==> config.mk <==
export PLATFORM = sky130hd
export DESIGN_NAME = clock_accuracy_monitor
export DESIGN_NICKNAME = d
export VERILOG_FILES = /design/src/hdl/clock_accuracy_pkg.sv /design/src/hdl/edge_if.sv /design/src/hdl/clock_accuracy_monitor.sv /design/src/hdl/clock_edge_sampler.sv
export VERILOG_INCLUDE_DIRS = /design/src /design/src/hdl
export SDC_FILE = /design/constraint.sdc
export NUM_CORES = 1
export LEC_CHECK = 0
export ABC_AREA = 0
export BUFFER_PORTS_ARGS = -buffer_cell sky130_fd_sc_hd__buf_2
export CORE_UTILIZATION = 62
export DETAILED_ROUTE_END_ITERATION = 12
export PLACE_DENSITY = 0.89
export SLEW_MARGIN = 20
export SYNTH_ARGS = -nofsm -noshare
export SYNTH_HDL_FRONTEND = slang
export SYNTH_SLANG_ARGS = --single-unit
==> constraint.sdc <==
create_clock -name ref_clk_i -period 5.51 [get_ports ref_clk_i]
set_input_delay 1.653 -clock ref_clk_i [delete_from_list [all_inputs] [get_ports ref_clk_i]]
set_output_delay 1.653 -clock ref_clk_i [all_outputs]
set_load 0.01 [all_outputs]
==> src/hdl/clock_accuracy_defines.svh <==
// Register offsets, field positions, reset values and counts for the
// clock accuracy monitor. Included by the monitor, the edge sampler and the bench.
`ifndef CLOCK_ACCURACY_DEFINES_SVH
`define CLOCK_ACCURACY_DEFINES_SVH

`define CAM_OFF_TARGET_CTRL 8'h00
`define CAM_OFF_REF_CTRL 8'h04
`define CAM_OFF_UPPER_BOUND 8'h08
`define CAM_OFF_LOWER_BOUND 8'h0C
`define CAM_OFF_COUNT 8'h10
`define CAM_OFF_STATUS 8'h14
`define CAM_OFF_MASK 8'h18
`define CAM_OFF_MODULE_STOP 8'h1C

`define CAM_TGT_ENABLE_BIT 0
`define CAM_SEL_LSB 1
`define CAM_SEL_MSB 3
`define CAM_REF_PIN_BIT 0
`define CAM_REF_FILTER_BIT 4

`define CAM_ST_MEAS_END 0
`define CAM_ST_FREQ_ERR 1
`define CAM_ST_OVERFLOW 2

`define CAM_CTRL_RESET 8'h00
`define CAM_STOP_RESET 1'b0
`define CAM_FILTER_LEN 3

`endif

==> src/hdl/clock_accuracy_pkg.sv <==
// Types shared by the clock accuracy monitor modules.
// Assumes the defines header is compiled alongside.
package clock_accuracy_pkg;
    typedef enum logic [2:0] {
        SRC_MAIN  = 3'b000,
        SRC_FAST  = 3'b010,
        SRC_SLOW  = 3'b011,
        SRC_WDT   = 3'b100,
        SRC_PERIPHERAL_CLOCK_B = 3'b101
    } clock_code_t;

    typedef enum logic [1:0] {
        ST_IDLE       = 2'b00,
        ST_WAIT_FIRST = 2'b01,
        ST_MEASURE    = 2'b10
    } meas_state_t;
endpackage

==> src/hdl/edge_if.sv <==
// Carrier between the monitor core and one edge sampler.
// Assumes both ends share ref_clk_i.
`timescale 1ns/1ps
`default_nettype none
interface edge_if;
    logic level;
    logic filter_en;
    logic rise;
    modport owner (output level, output filter_en, input rise);
    modport sampler (input level, input filter_en, output rise);
endinterface
`default_nettype wire

==> src/hdl/clock_accuracy_monitor.sv <==
// Clock accuracy monitor: counts target clock edges per reference period.
// Assumes all clock inputs are sampled levels synchronous to ref_clk_i.
//
// Added by the designer: the register addresses and the APB register port.
`timescale 1ns/1ps
`default_nettype none
`include "clock_accuracy_defines.svh"

// Behaviour
// The target clock is picked by bits 3..1 of the target control register.
// The internal reference is picked by bits 3..1 of reference control.
// Software must not write select codes outside the listed encodings.
// The external reference pin may be chosen as reference instead.
// A module-stop bit halts all measurement logic.
// Edges are counted per reference period with end, error, wrap events.
module clock_accuracy_monitor
    import clock_accuracy_pkg::*;
#(
    parameter int CNT_W = 16,
    parameter int FILTER_LEN = `CAM_FILTER_LEN
) (
    input wire logic ref_clk_i,
    input wire logic rst_i,
    input wire logic psel_i,
    input wire logic penable_i,
    input wire logic pwrite_i,
    input wire logic [7:0] paddr_i,
    input wire logic [31:0] pwdata_i,
    output logic [31:0] prdata_o,
    output logic pready_o,
    output logic pslverr_o,
    input wire logic main_clock_i,
    input wire logic fast_internal_oscillator_clock_i,
    input wire logic slow_internal_oscillator_clock_i,
    input wire logic watchdog_oscillator_clock_i,
    input wire logic peripheral_clock_b_i,
    input wire logic external_reference_input_i,
    output logic irq_o
);
    localparam logic [CNT_W-1:0] CNT_MAX = {CNT_W{1'b1}};

    logic [7:0] measure_target_control;
    logic [7:0] measure_reference_control;
    logic [CNT_W-1:0] upper_bound;
    logic [CNT_W-1:0] lower_bound;
    logic [CNT_W-1:0] count_value;
    logic [CNT_W-1:0] counter;
    logic [2:0] status;
    logic [2:0] mask;
    logic module_stop;
    meas_state_t state;
    logic [2:0] target_clock_select;
    logic [2:0] reference_clock_select;
    logic measure_enable;
    logic active;
    logic capture;
    logic wrap;
    logic freq_err;
    logic [2:0] events;
    logic wr_en;
    logic rd_setup;
    logic addr_ok;
    logic [31:0] next_rdata;

    edge_if tgt ();
    edge_if refc ();

    assign target_clock_select =
        measure_target_control[`CAM_SEL_MSB:`CAM_SEL_LSB];
    assign reference_clock_select =
        measure_reference_control[`CAM_SEL_MSB:`CAM_SEL_LSB];
    assign measure_enable = measure_target_control[`CAM_TGT_ENABLE_BIT];
    assign active = measure_enable && !module_stop;

    function automatic logic pick_clock(input logic [2:0] code,
            input logic [4:0] src);
        logic result;
        result = 1'b0;
        case (code)
            SRC_MAIN: result = src[0];
            SRC_FAST: result = src[1];
            SRC_SLOW: result = src[2];
            SRC_WDT: result = src[3];
            SRC_PERIPHERAL_CLOCK_B: result = src[4];
            default: result = 1'b0;
        endcase
        return result;
    endfunction

    logic [4:0] sources;
    assign sources = {peripheral_clock_b_i, watchdog_oscillator_clock_i,
        slow_internal_oscillator_clock_i, fast_internal_oscillator_clock_i,
        main_clock_i};

    assign tgt.level = pick_clock(target_clock_select, sources);
    assign tgt.filter_en = 1'b0;
    assign refc.level = measure_reference_control[`CAM_REF_PIN_BIT] ?
        external_reference_input_i :
        pick_clock(reference_clock_select, sources);
    assign refc.filter_en = measure_reference_control[`CAM_REF_FILTER_BIT];

    // Samplers are cleared whenever measurement is off or stopped.
    clock_edge_sampler #(.FILTER_LEN(FILTER_LEN)) u_target (
        .clk_i(ref_clk_i),
        .rst_i(rst_i),
        .clear_i(!active),
        .port(tgt.sampler)
    );

    clock_edge_sampler #(.FILTER_LEN(FILTER_LEN)) u_reference (
        .clk_i(ref_clk_i),
        .rst_i(rst_i),
        .clear_i(!active),
        .port(refc.sampler)
    );

    assign capture = (state == ST_MEASURE) && refc.rise;
    assign wrap = (state == ST_MEASURE) && tgt.rise && !refc.rise &&
        (counter == CNT_MAX);
    assign freq_err = capture &&
        ((counter > upper_bound) || (counter < lower_bound));
    assign events = {wrap, freq_err, capture};

    always_ff @(posedge ref_clk_i) begin
        if (rst_i || !active) begin
            state <= ST_IDLE;
            counter <= '0;
        end else begin
            case (state)
                ST_IDLE: begin
                    state <= ST_WAIT_FIRST;
                    counter <= '0;
                end
                ST_WAIT_FIRST: begin
                    if (refc.rise) begin
                        state <= ST_MEASURE;
                        // A coincident target edge opens the first period.
                        counter <= {{(CNT_W-1){1'b0}}, tgt.rise};
                    end
                end
                ST_MEASURE: begin
                    if (refc.rise) begin
                        counter <= {{(CNT_W-1){1'b0}}, tgt.rise};
                    end else if (tgt.rise) begin
                        counter <= counter + CNT_W'(1);
                    end
                end
                default: state <= ST_IDLE;
            endcase
        end
    end

    always_ff @(posedge ref_clk_i) begin
        if (rst_i) begin
            count_value <= '0;
        end else if (capture) begin
            count_value <= counter;
        end
    end

    assign wr_en = psel_i && penable_i && pwrite_i;
    assign rd_setup = psel_i && !penable_i && !pwrite_i;

    always_comb begin
        addr_ok = 1'b1;
        next_rdata = 32'h0000_0000;
        if (paddr_i == `CAM_OFF_TARGET_CTRL) begin
            next_rdata[7:0] = measure_target_control;
        end else if (paddr_i == `CAM_OFF_REF_CTRL) begin
            next_rdata[7:0] = measure_reference_control;
        end else if (paddr_i == `CAM_OFF_UPPER_BOUND) begin
            next_rdata[CNT_W-1:0] = upper_bound;
        end else if (paddr_i == `CAM_OFF_LOWER_BOUND) begin
            next_rdata[CNT_W-1:0] = lower_bound;
        end else if (paddr_i == `CAM_OFF_COUNT) begin
            next_rdata[CNT_W-1:0] = count_value;
        end else if (paddr_i == `CAM_OFF_STATUS) begin
            next_rdata[2:0] = status;
        end else if (paddr_i == `CAM_OFF_MASK) begin
            next_rdata[2:0] = mask;
        end else if (paddr_i == `CAM_OFF_MODULE_STOP) begin
            next_rdata[0] = module_stop;
        end else begin
            addr_ok = 1'b0;
        end
    end

    assign pready_o = 1'b1;
    assign pslverr_o = psel_i && penable_i && !addr_ok;

    always_ff @(posedge ref_clk_i) begin
        if (rst_i) begin
            prdata_o <= 32'h0000_0000;
        end else if (rd_setup) begin
            prdata_o <= next_rdata;
        end
    end

    always_ff @(posedge ref_clk_i) begin
        if (rst_i) begin
            measure_target_control <= `CAM_CTRL_RESET;
            measure_reference_control <= `CAM_CTRL_RESET;
            upper_bound <= '0;
            lower_bound <= '0;
            mask <= 3'h0;
            module_stop <= `CAM_STOP_RESET;
        end else if (wr_en) begin
            if (paddr_i == `CAM_OFF_TARGET_CTRL) begin
                measure_target_control <= pwdata_i[7:0];
            end else if (paddr_i == `CAM_OFF_REF_CTRL) begin
                measure_reference_control <= pwdata_i[7:0];
            end else if (paddr_i == `CAM_OFF_UPPER_BOUND) begin
                upper_bound <= pwdata_i[CNT_W-1:0];
            end else if (paddr_i == `CAM_OFF_LOWER_BOUND) begin
                lower_bound <= pwdata_i[CNT_W-1:0];
            end else if (paddr_i == `CAM_OFF_MASK) begin
                mask <= pwdata_i[2:0];
            end else if (paddr_i == `CAM_OFF_MODULE_STOP) begin
                module_stop <= pwdata_i[0];
            end
        end
    end

    // A new event wins over a write-one-to-clear in the same cycle.
    always_ff @(posedge ref_clk_i) begin
        if (rst_i) begin
            status <= 3'h0;
        end else if (wr_en && paddr_i == `CAM_OFF_STATUS) begin
            status <= (status & ~pwdata_i[2:0]) | events;
        end else begin
            status <= status | events;
        end
    end

    assign irq_o = |(status & mask);

    logic irq_reg_write;
    assign irq_reg_write = wr_en && ((paddr_i == `CAM_OFF_STATUS) ||
        (paddr_i == `CAM_OFF_MASK));
endmodule
`default_nettype wire

==> src/hdl/clock_edge_sampler.sv <==
// Edge sampler with optional digital filter for one sampled clock level.
// Assumes the level is synchronous to clk_i.
`timescale 1ns/1ps
`default_nettype none
`include "clock_accuracy_defines.svh"
module clock_edge_sampler #(
    parameter int FILTER_LEN = `CAM_FILTER_LEN
) (
    input wire logic clk_i,
    input wire logic rst_i,
    input wire logic clear_i,
    edge_if.sampler port
);
    localparam int RW = $clog2(FILTER_LEN) + 1;
    localparam logic [RW-1:0] RUN_FULL = RW'(FILTER_LEN - 1);

    logic last;
    logic accepted;
    logic rise;
    logic [RW-1:0] run;
    logic [RW-1:0] next_run;
    logic next_accepted;

    // The filter only lets a level through after FILTER_LEN equal samples.
    always_comb begin
        next_run = (port.level == last) ?
            ((run == RUN_FULL) ? run : run + RW'(1)) : '0;
        if (!port.filter_en || next_run == RUN_FULL) begin
            next_accepted = port.level;
        end else begin
            next_accepted = accepted;
        end
    end

    always_ff @(posedge clk_i) begin
        if (rst_i || clear_i) begin
            last <= 1'b0;
            run <= '0;
            // A cleared sampler counts as high, so a level already high
            // when measurement starts is not taken for a rising edge.
            accepted <= 1'b1;
            rise <= 1'b0;
        end else begin
            last <= port.level;
            run <= next_run;
            accepted <= next_accepted;
            rise <= next_accepted & ~accepted;
        end
    end

    assign port.rise = rise;
endmodule
`default_nettype wire

==> summary.md, run 1 <==
| Metric | Value |
|---|---|
| DRT Wirelength | `16.3 mm` |
| Critical Path End | `pslverr_o` |
| CTS Hold Bufs | `0` |
| Clk pin slew, worst setup/hold paths | `60 ps` |
| Final Cycle Share | `71.3%` |
| CP max FO | `4` |
| Largest family of logic cells by synthesized area | `simple AND/OR/NAND/NOR gates` |
| Clk_lat worst skew | `530 ps` |
| Dominant synthesized flop cell | `dfxtp_1` |
| Synth Register Bits | `113` |
| Switch share | `22.1%` |
| Transition time of the tightest slew-check pin | `958 ps` |
| Worst Path Required | `3860 ps` |
| EDFF count, synth | `0` |
| Reg area | `2260 µm²` |
| Worst min path class | `flop to flop` |
| Via count | `5720` |
| Worst Clk Skew | `6.90 ps` |
| DRC Markers | `0` |
| Core area | `9280 µm²` |
| XOR/XNOR Fraction of Synth Area | `1.32%` |
| Fill cells | `637` |
| CP Class | `input pin to primary output` |
| First-pass DRT Iterations | `5` |
| Initial Util | `64.2%` |
| Chip height | `100 µm` |
| Setup TNS | `0 ps` |
| Max-slew violation count | `0` |
| Internal | `1.61 mW` |
| Peak Freq | `0.255 GHz` |
| Initial DRC Count | `407` |
| CP startpoint kind | `input pin` |
| Status | `finished, final reports clean` |
| WHS Path Cells | `1` |
| Max_slew headroom | `35.9%` |
| Crit path from | `paddr_i[7]` |
| Post-CTS Resized | `0` |
| Die area | `10000 µm²` |
| Pleak | `2.66 nW` |
| Final setup viols | `0` |
| Synth warn | `0` |
| Synthesized area | `5960 µm²` |
| Syn Inst Count | `740` |
| H-tree depth | `4` |
| FF-to-FF setup slack | `3270 ps` |
| Reg-to-reg endpoint | `counter[14]$_SDFFE_PP0P_` |
| Total CTS buffers | `17` |
| Routability Congestion | `0.925` |
| Routed Antenna Nets | `0` |
| Placed wire-length estimate | `10.6 mm` |
| ANT cells | `0` |
| Grt ovf | `0` |
| Worst vdd ir | `0.169 mV` |
| Multi-input gate area | `3320 µm²` |
| PwrDens | `302 nW/µm²` |
| Final Power | `2.06 mW` |
| Share of layout cells above drive strength 1 | `12.4%` |
| Commonest non-fill, non-tap cell in the layout | `nand2_1` |
| Via density | `6.22` |
| Comb pwr share | `3.9%` |
| Syn-to-layout area delta | `14.4%` |
| Synth Area in Adders | `7.98%` |
| Clk pwr share | `56.1%` |
| Initial antenna violation count | `0` |
| Register area share after synthesis | `38.0%` |
| Arr. time, crit path | `2270 ps` |
| Die W | `100 µm` |
| Post-synthesis simple-gate area fraction | `22.1%` |
| Clk root buf | `clkbuf_8` |
| Seq pwr share | `40.1%` |
| # IOs | `86` |
| TritonCTS clock tree | `built` |
| NetSw | `0.456 mW` |
| Layout Nets | `868` |
| Port buffer count | `52` |
| Global Route Usage Sum | `34.0%` |
| CP Capture Type | `primary output` |
| Synth cell types | `62` |
| Max-cap violations | `0` |
| CTS max path bufs | `2` |
| Pin count of the biggest net entering global routing | `58` |
| Final hold viol count | `0` |
| Vias in the first global route | `5696` |
| Num Clock Sinks | `113` |
| Compound-gate portion of the synthesized area | `16.7%` |
| Syn Area/Cell | `8.06 µm²` |
| Setup Fix Bufs, Post-CTS | `0` |
| First-pass GRT wire length | `26.5 mm` |
| Reg2Reg Launch Point | `state[0]$_SDFFE_PP0P_` |
| Async SR Flop Fraction | `0%` |
| Reg2reg path depth | `7` |
| Post-layout min period | `3930 ps` |
| Row cnt | `35` |
| Most frequent cells in the layout | `nand2_1 (133), dfxtp_1 (113), a21oi_1 (71)` |
| Mux contribution to synthesized area | `6.44%` |
| Drt wl/cell | `17.7 µm` |
| RSZ-0062 raised after global routing | `no` |
==> worst min path at each step <==
| stage | startpoint | end |
|---|---|---|
| 2_1_floorplan | u_target.accepted$_SDFF_PP1_ | u_target.port.rise$_SDFF_PP0_ |
| 3_3_place_gp | u_target.accepted$_SDFF_PP1_ | u_target.port.rise$_SDFF_PP0_ |
| 3_5_place_dp | u_target.accepted$_SDFF_PP1_ | u_target.port.rise$_SDFF_PP0_ |
| 4_1_cts | u_target.accepted$_SDFF_PP1_ | u_target.port.rise$_SDFF_PP0_ |
| 5_1_grt | u_target.accepted$_SDFF_PP1_ | u_target.port.rise$_SDFF_PP0_ |
| 6_report | u_target.accepted$_SDFF_PP1_ | u_target.port.rise$_SDFF_PP0_ |
==> layer usage <==
layer,vias up,track usage [%],share of wire (%)
met5,-,0,0
met4,0,17.5,3.7
met3,73,8.91,8.7
met2,337,58.7,50
met1,2684,38.7,38
li1,2626,-,-
==> cell type report <==
type,count,area share (%)
Multi-Input combinational cell,547,48.7
Sequential cell,113,33.2
Clock buffer,19,6.47
Timing Repair Buffer,55,4.15
Clock inverter,12,2.68
Inverter,45,2.48
Tap cell,129,2.37
==> critical path, stage by stage <==
cell	delay (ps)
buf_2	120
nor3_1	250
a21oi_1	100
buf_2	150
==> Yosys cell counts, types with 4 or more instances <==
library cell / instances / share of area (%)
a211oi_1: 5 / 0.63
a21oi_1: 71 / 6.0
nor2_1: 59 / 3.7
nand3_1: 15 / 1.3
and2_1: 4 / 0.42
nor2b_1: 9 / 0.94
a22oi_1: 11 / 1.4
inv_1: 45 / 2.8
o21ai_0: 18 / 1.5
a21o_1: 4 / 0.50
xnor2_1: 4 / 0.59
dfxtp_1: 113 / 38
nor3b_1: 5 / 0.63
nand2_1: 133 / 8.4
a311oi_1: 10 / 1.5
nor3_1: 12 / 1.0
clkbuf_1: 25 / 1.6
nand4_1: 11 / 1.2
or3_1: 10 / 1.0
mux2i_1: 35 / 5.9
buf_4: 18 / 2.3
xor2_1: 5 / 0.73
and3_1: 6 / 0.63
ha_1: 38 / 8.0
buf_2: 4 / 0.34
nor4_1: 7 / 0.73
a221oi_1: 5 / 0.73
==> per-stage QoR <==
step | hold WS [ps] | cells | worst slack (ps) | cell area [µm²] | util, %
after floorplan | 376 | 755 | 1880 | 6020 | -
after global placement | 384 | 889 | 1580 | 6200 | 66.8
after detailed placement | 390 | 889 | 1590 | 6200 | 66.8
after CTS | 399 | 920 | 1580 | 6820 | 73.5
after global routing | 407 | 920 | 1500 | 6820 | 73.5
final | 393 | 920 | 1580 | 6820 | 73.5
==> power by group through the flow <==
stage / Clock [mW] / Sequential, mW / Combinational (mW)
floorplan: 0 / 0.846 / 0.0502
global placement: 0 / 0.843 / 0.0740
detailed placement: 0 / 0.844 / 0.0761
CTS: 1.15 / 0.826 / 0.0779
global route: 1.19 / 0.826 / 0.0861
finish: 1.16 / 0.826 / 0.0798
==> flip-flops by register name, summed over array words and instances, names as in the netlist <==
| name | cells |
|---|---|
| state | 2 |
| lower_bound | 16 |
| measure_target_control | 8 |
| prdata_o | 16 |
| u_reference.last | 1 |
| u_reference.run | 3 |
| counter | 16 |
| u_target.port.rise | 1 |
| u_target.accepted | 1 |
| module_stop | 1 |
| u_reference.accepted | 1 |
| status | 3 |
| measure_reference_control | 8 |
| mask | 3 |
| u_reference.port.rise | 1 |
| count_value | 16 |
| upper_bound | 16 |
==> cells by family after synthesis <==
kind of cell,count (synthesis)
muxes,38
buffers and inverters,95
DFF,113
AOI/OAI and AO/OA,157
and+or+nand+nor,288
adders and majority gates,38
other,2
xor gates and xnor gates,9
Power figures use the tool's default switching activity.
==> run 2: changes to the inputs <==
- CORE_UTILIZATION: 62 -> 58
- PLACE_DENSITY: 0.89 -> 0.85
- clock period: 5.51 -> 3.85 ns (I/O delays scaled with it)
==> run 2 against run 1 <==
Final area shrank 0.11%. Highest routed layer unchanged. Largest power group unchanged. Sequential share of layout area is essentially flat. Global-route usage shrank 3.1 points. Flip-flop and latch count is the same. Sequential power grew 43%. Critical path depth is the same. Register-to-register slack lost 1700 ps. Die area grew 6.8%. Utilization shrank 4.4 points. Combinational power grew 43%. Worst hold slack gained 21 ps. Clock power grew 34%.
==> summary.md, run 2 (synthesis results as in run 1) <==
| Metric | Value |
|---|---|
| CTS max path bufs | `2` |
| Most frequent CP cell | `buf_2` |
| WHS Path Cells | `1` |
| Final Cycle Share | `76.9%` |
| Syn-to-layout area delta | `14.3%` |
| CP Class | `input pin to primary output` |
| Status | `finished, final reports clean` |
| Core area | `9860 µm²` |
| Chip height | `103 µm` |
| CP Capture Type | `primary output` |
| Global Route Usage Sum | `30.9%` |
| Layout Nets | `872` |
| Vias in the first global route | `5334` |
| PwrDens | `418 nW/µm²` |
| Setup TNS | `0 ps` |
| FF-to-FF setup slack | `1570 ps` |
| Pleak | `2.68 nW` |
| Max incr delay on CP | `280 ps` |
| Most frequent cells in the layout | `nand2_1 (133), dfxtp_1 (113), a21oi_1 (71)` |
| First-pass DRT Iterations | `5` |
| Grt ovf | `0` |
| Initial DRC Count | `414` |
| Routability Congestion | `0.895` |
| CTS Hold Bufs | `0` |
| WHS Endpoint | `u_target.port.rise$_SDFF_PP0_` |
| Non-filler cells in the finished layout | `926` |
| Max-slew violation count | `0` |
| Transition time of the tightest slew-check pin | `830 ps` |
| Share of layout cells above drive strength 1 | `12.4%` |
| Via density | `5.94` |
| Worst vdd ir | `0.316 mV` |
| DRT Wirelength | `15.4 mm` |
| Die W | `103 µm` |
| Reg-to-reg endpoint | `counter[12]$_SDFFE_PP0P_` |
| Max_slew headroom | `44.1%` |
| Worst Path Required | `2690 ps` |
| Min-delay src | `u_target.accepted$_SDFF_PP1_` |
| Crit-path slowest cell | `nor3_1` |
| Fill cells | `743` |
| Routed Antenna Nets | `0` |
| CP max FO | `4` |
| Placed wire-length estimate | `10.8 mm` |
| Pin count of the biggest net entering global routing | `65` |
| # IOs | `86` |
| Worst min path class | `flop to flop` |
| Reg2Reg Launch Point | `state[0]$_SDFFE_PP0P_` |
| Initial antenna violation count | `0` |
| Die area | `10700 µm²` |
| ANT cells | `0` |
| Clk root buf | `clkbuf_8` |
| Post-layout min period | `2960 ps` |
| Commonest non-fill, non-tap cell in the layout | `nand2_1` |
| Placed Area | `6230 µm²` |
| Arr. time, crit path | `1800 ps` |
| H-tree depth | `4` |
| Post-Place Cells | `897` |
| Reg2reg path depth | `7` |
| Via count | `5503` |
| CP startpoint kind | `input pin` |
| Peak Freq | `0.338 GHz` |
| Setup ws final | `891 ps` |
| RSZ-0062 raised after global routing | `no` |
| Port buffer count | `52` |
| Worst Clk Skew | `8.07 ps` |
| First-pass GRT wire length | `24.8 mm` |
| CP cell instances | `buf_2 -> nor3_1 -> a21oi_1 -> buf_2` |
| Row cnt | `36` |
| Clk_lat worst skew | `520 ps` |
| Initial Util | `60.4%` |
| Final setup viols | `0` |
| Setup Fix Bufs, Post-CTS | `0` |
| Final hold viol count | `0` |
| Post-place setup slack | `544 ps` |
| Final Power | `2.85 mW` |
| Drt wl/cell | `16.7 µm` |
| Post-CTS Resized | `0` |
| Clk pin slew, worst setup/hold paths | `50 ps` |
| Max-cap violations | `0` |
| TritonCTS clock tree | `built` |
| Num Clock Sinks | `113` |
| DRC Markers | `0` |
| Fin area | `6810 µm²` |
| Total CTS buffers | `17` |
-- run 2: worst max-delay path by stage --
| stage | startpoint | cells after the start | endpoint |
|---|---|---|---|
| after floorplan | paddr_i[7] | 8 | measure_target_control[3]$_SDFFE_PP0P_ |
| after global placement | paddr_i[7] | 6 | measure_target_control[1]$_SDFFE_PP0P_ |
| after detailed placement | paddr_i[7] | 6 | measure_target_control[6]$_SDFFE_PP0P_ |
| after CTS | paddr_i[7] | 4 | pslverr_o |
| after global routing | paddr_i[7] | 4 | pslverr_o |
| final | paddr_i[7] | 4 | pslverr_o |
-- run 2: report_power, final --
group	total, mW	switching, mW	leakage, nW	internal, mW
clock	1.55	0.513	0.290	1.04
sequential	1.18	0.00447	0.912	1.18
combinational	0.114	0.0754	1.48	0.0384
total	2.85	0.592	2.68	2.26
-- run 2: layout make-up --
type                    count  area (µm²)  share of cell area [%]
repair buffers             59         313                    4.59
inverters                  45         169                    2.48
clock inverters             6         105                    1.54
multi-input cells         547        3320                    48.8
clock buffers              23         477                    7.00
flip-flops and latches    113        2260                    33.2
well taps                 133         166                    2.44
-- run 2: critical path: cells and delay by family --
family / cells / cell delay (ps)
AOI/OAI and AO/OA: 1 / 110
buffers and inverters: 2 / 260
and+or+nand+nor: 1 / 280
-- run 2: per-stage QoR --
step / hold WS, ps / utilization, %
2_1_floorplan: 376 / -
6_report: 414 / 69.1
5_1_grt: 443 / 69.1
3_3_place_gp: 383 / 63.2
4_1_cts: 413 / 69.1
3_5_place_dp: 389 / 63.2
-- run 2: routing by layer --
| layer | vias up | track usage (%) | wire [µm] |
|---|---|---|---|
| met2 | 227 | 52.3 | 7440 |
| met4 | 0 | 16.9 | 408 |
| met3 | 38 | 7.46 | 1030 |
| met5 | - | 0 | 0 |
| li1 | 2634 | - | - |
| met1 | 2604 | 36.0 | 6560 |
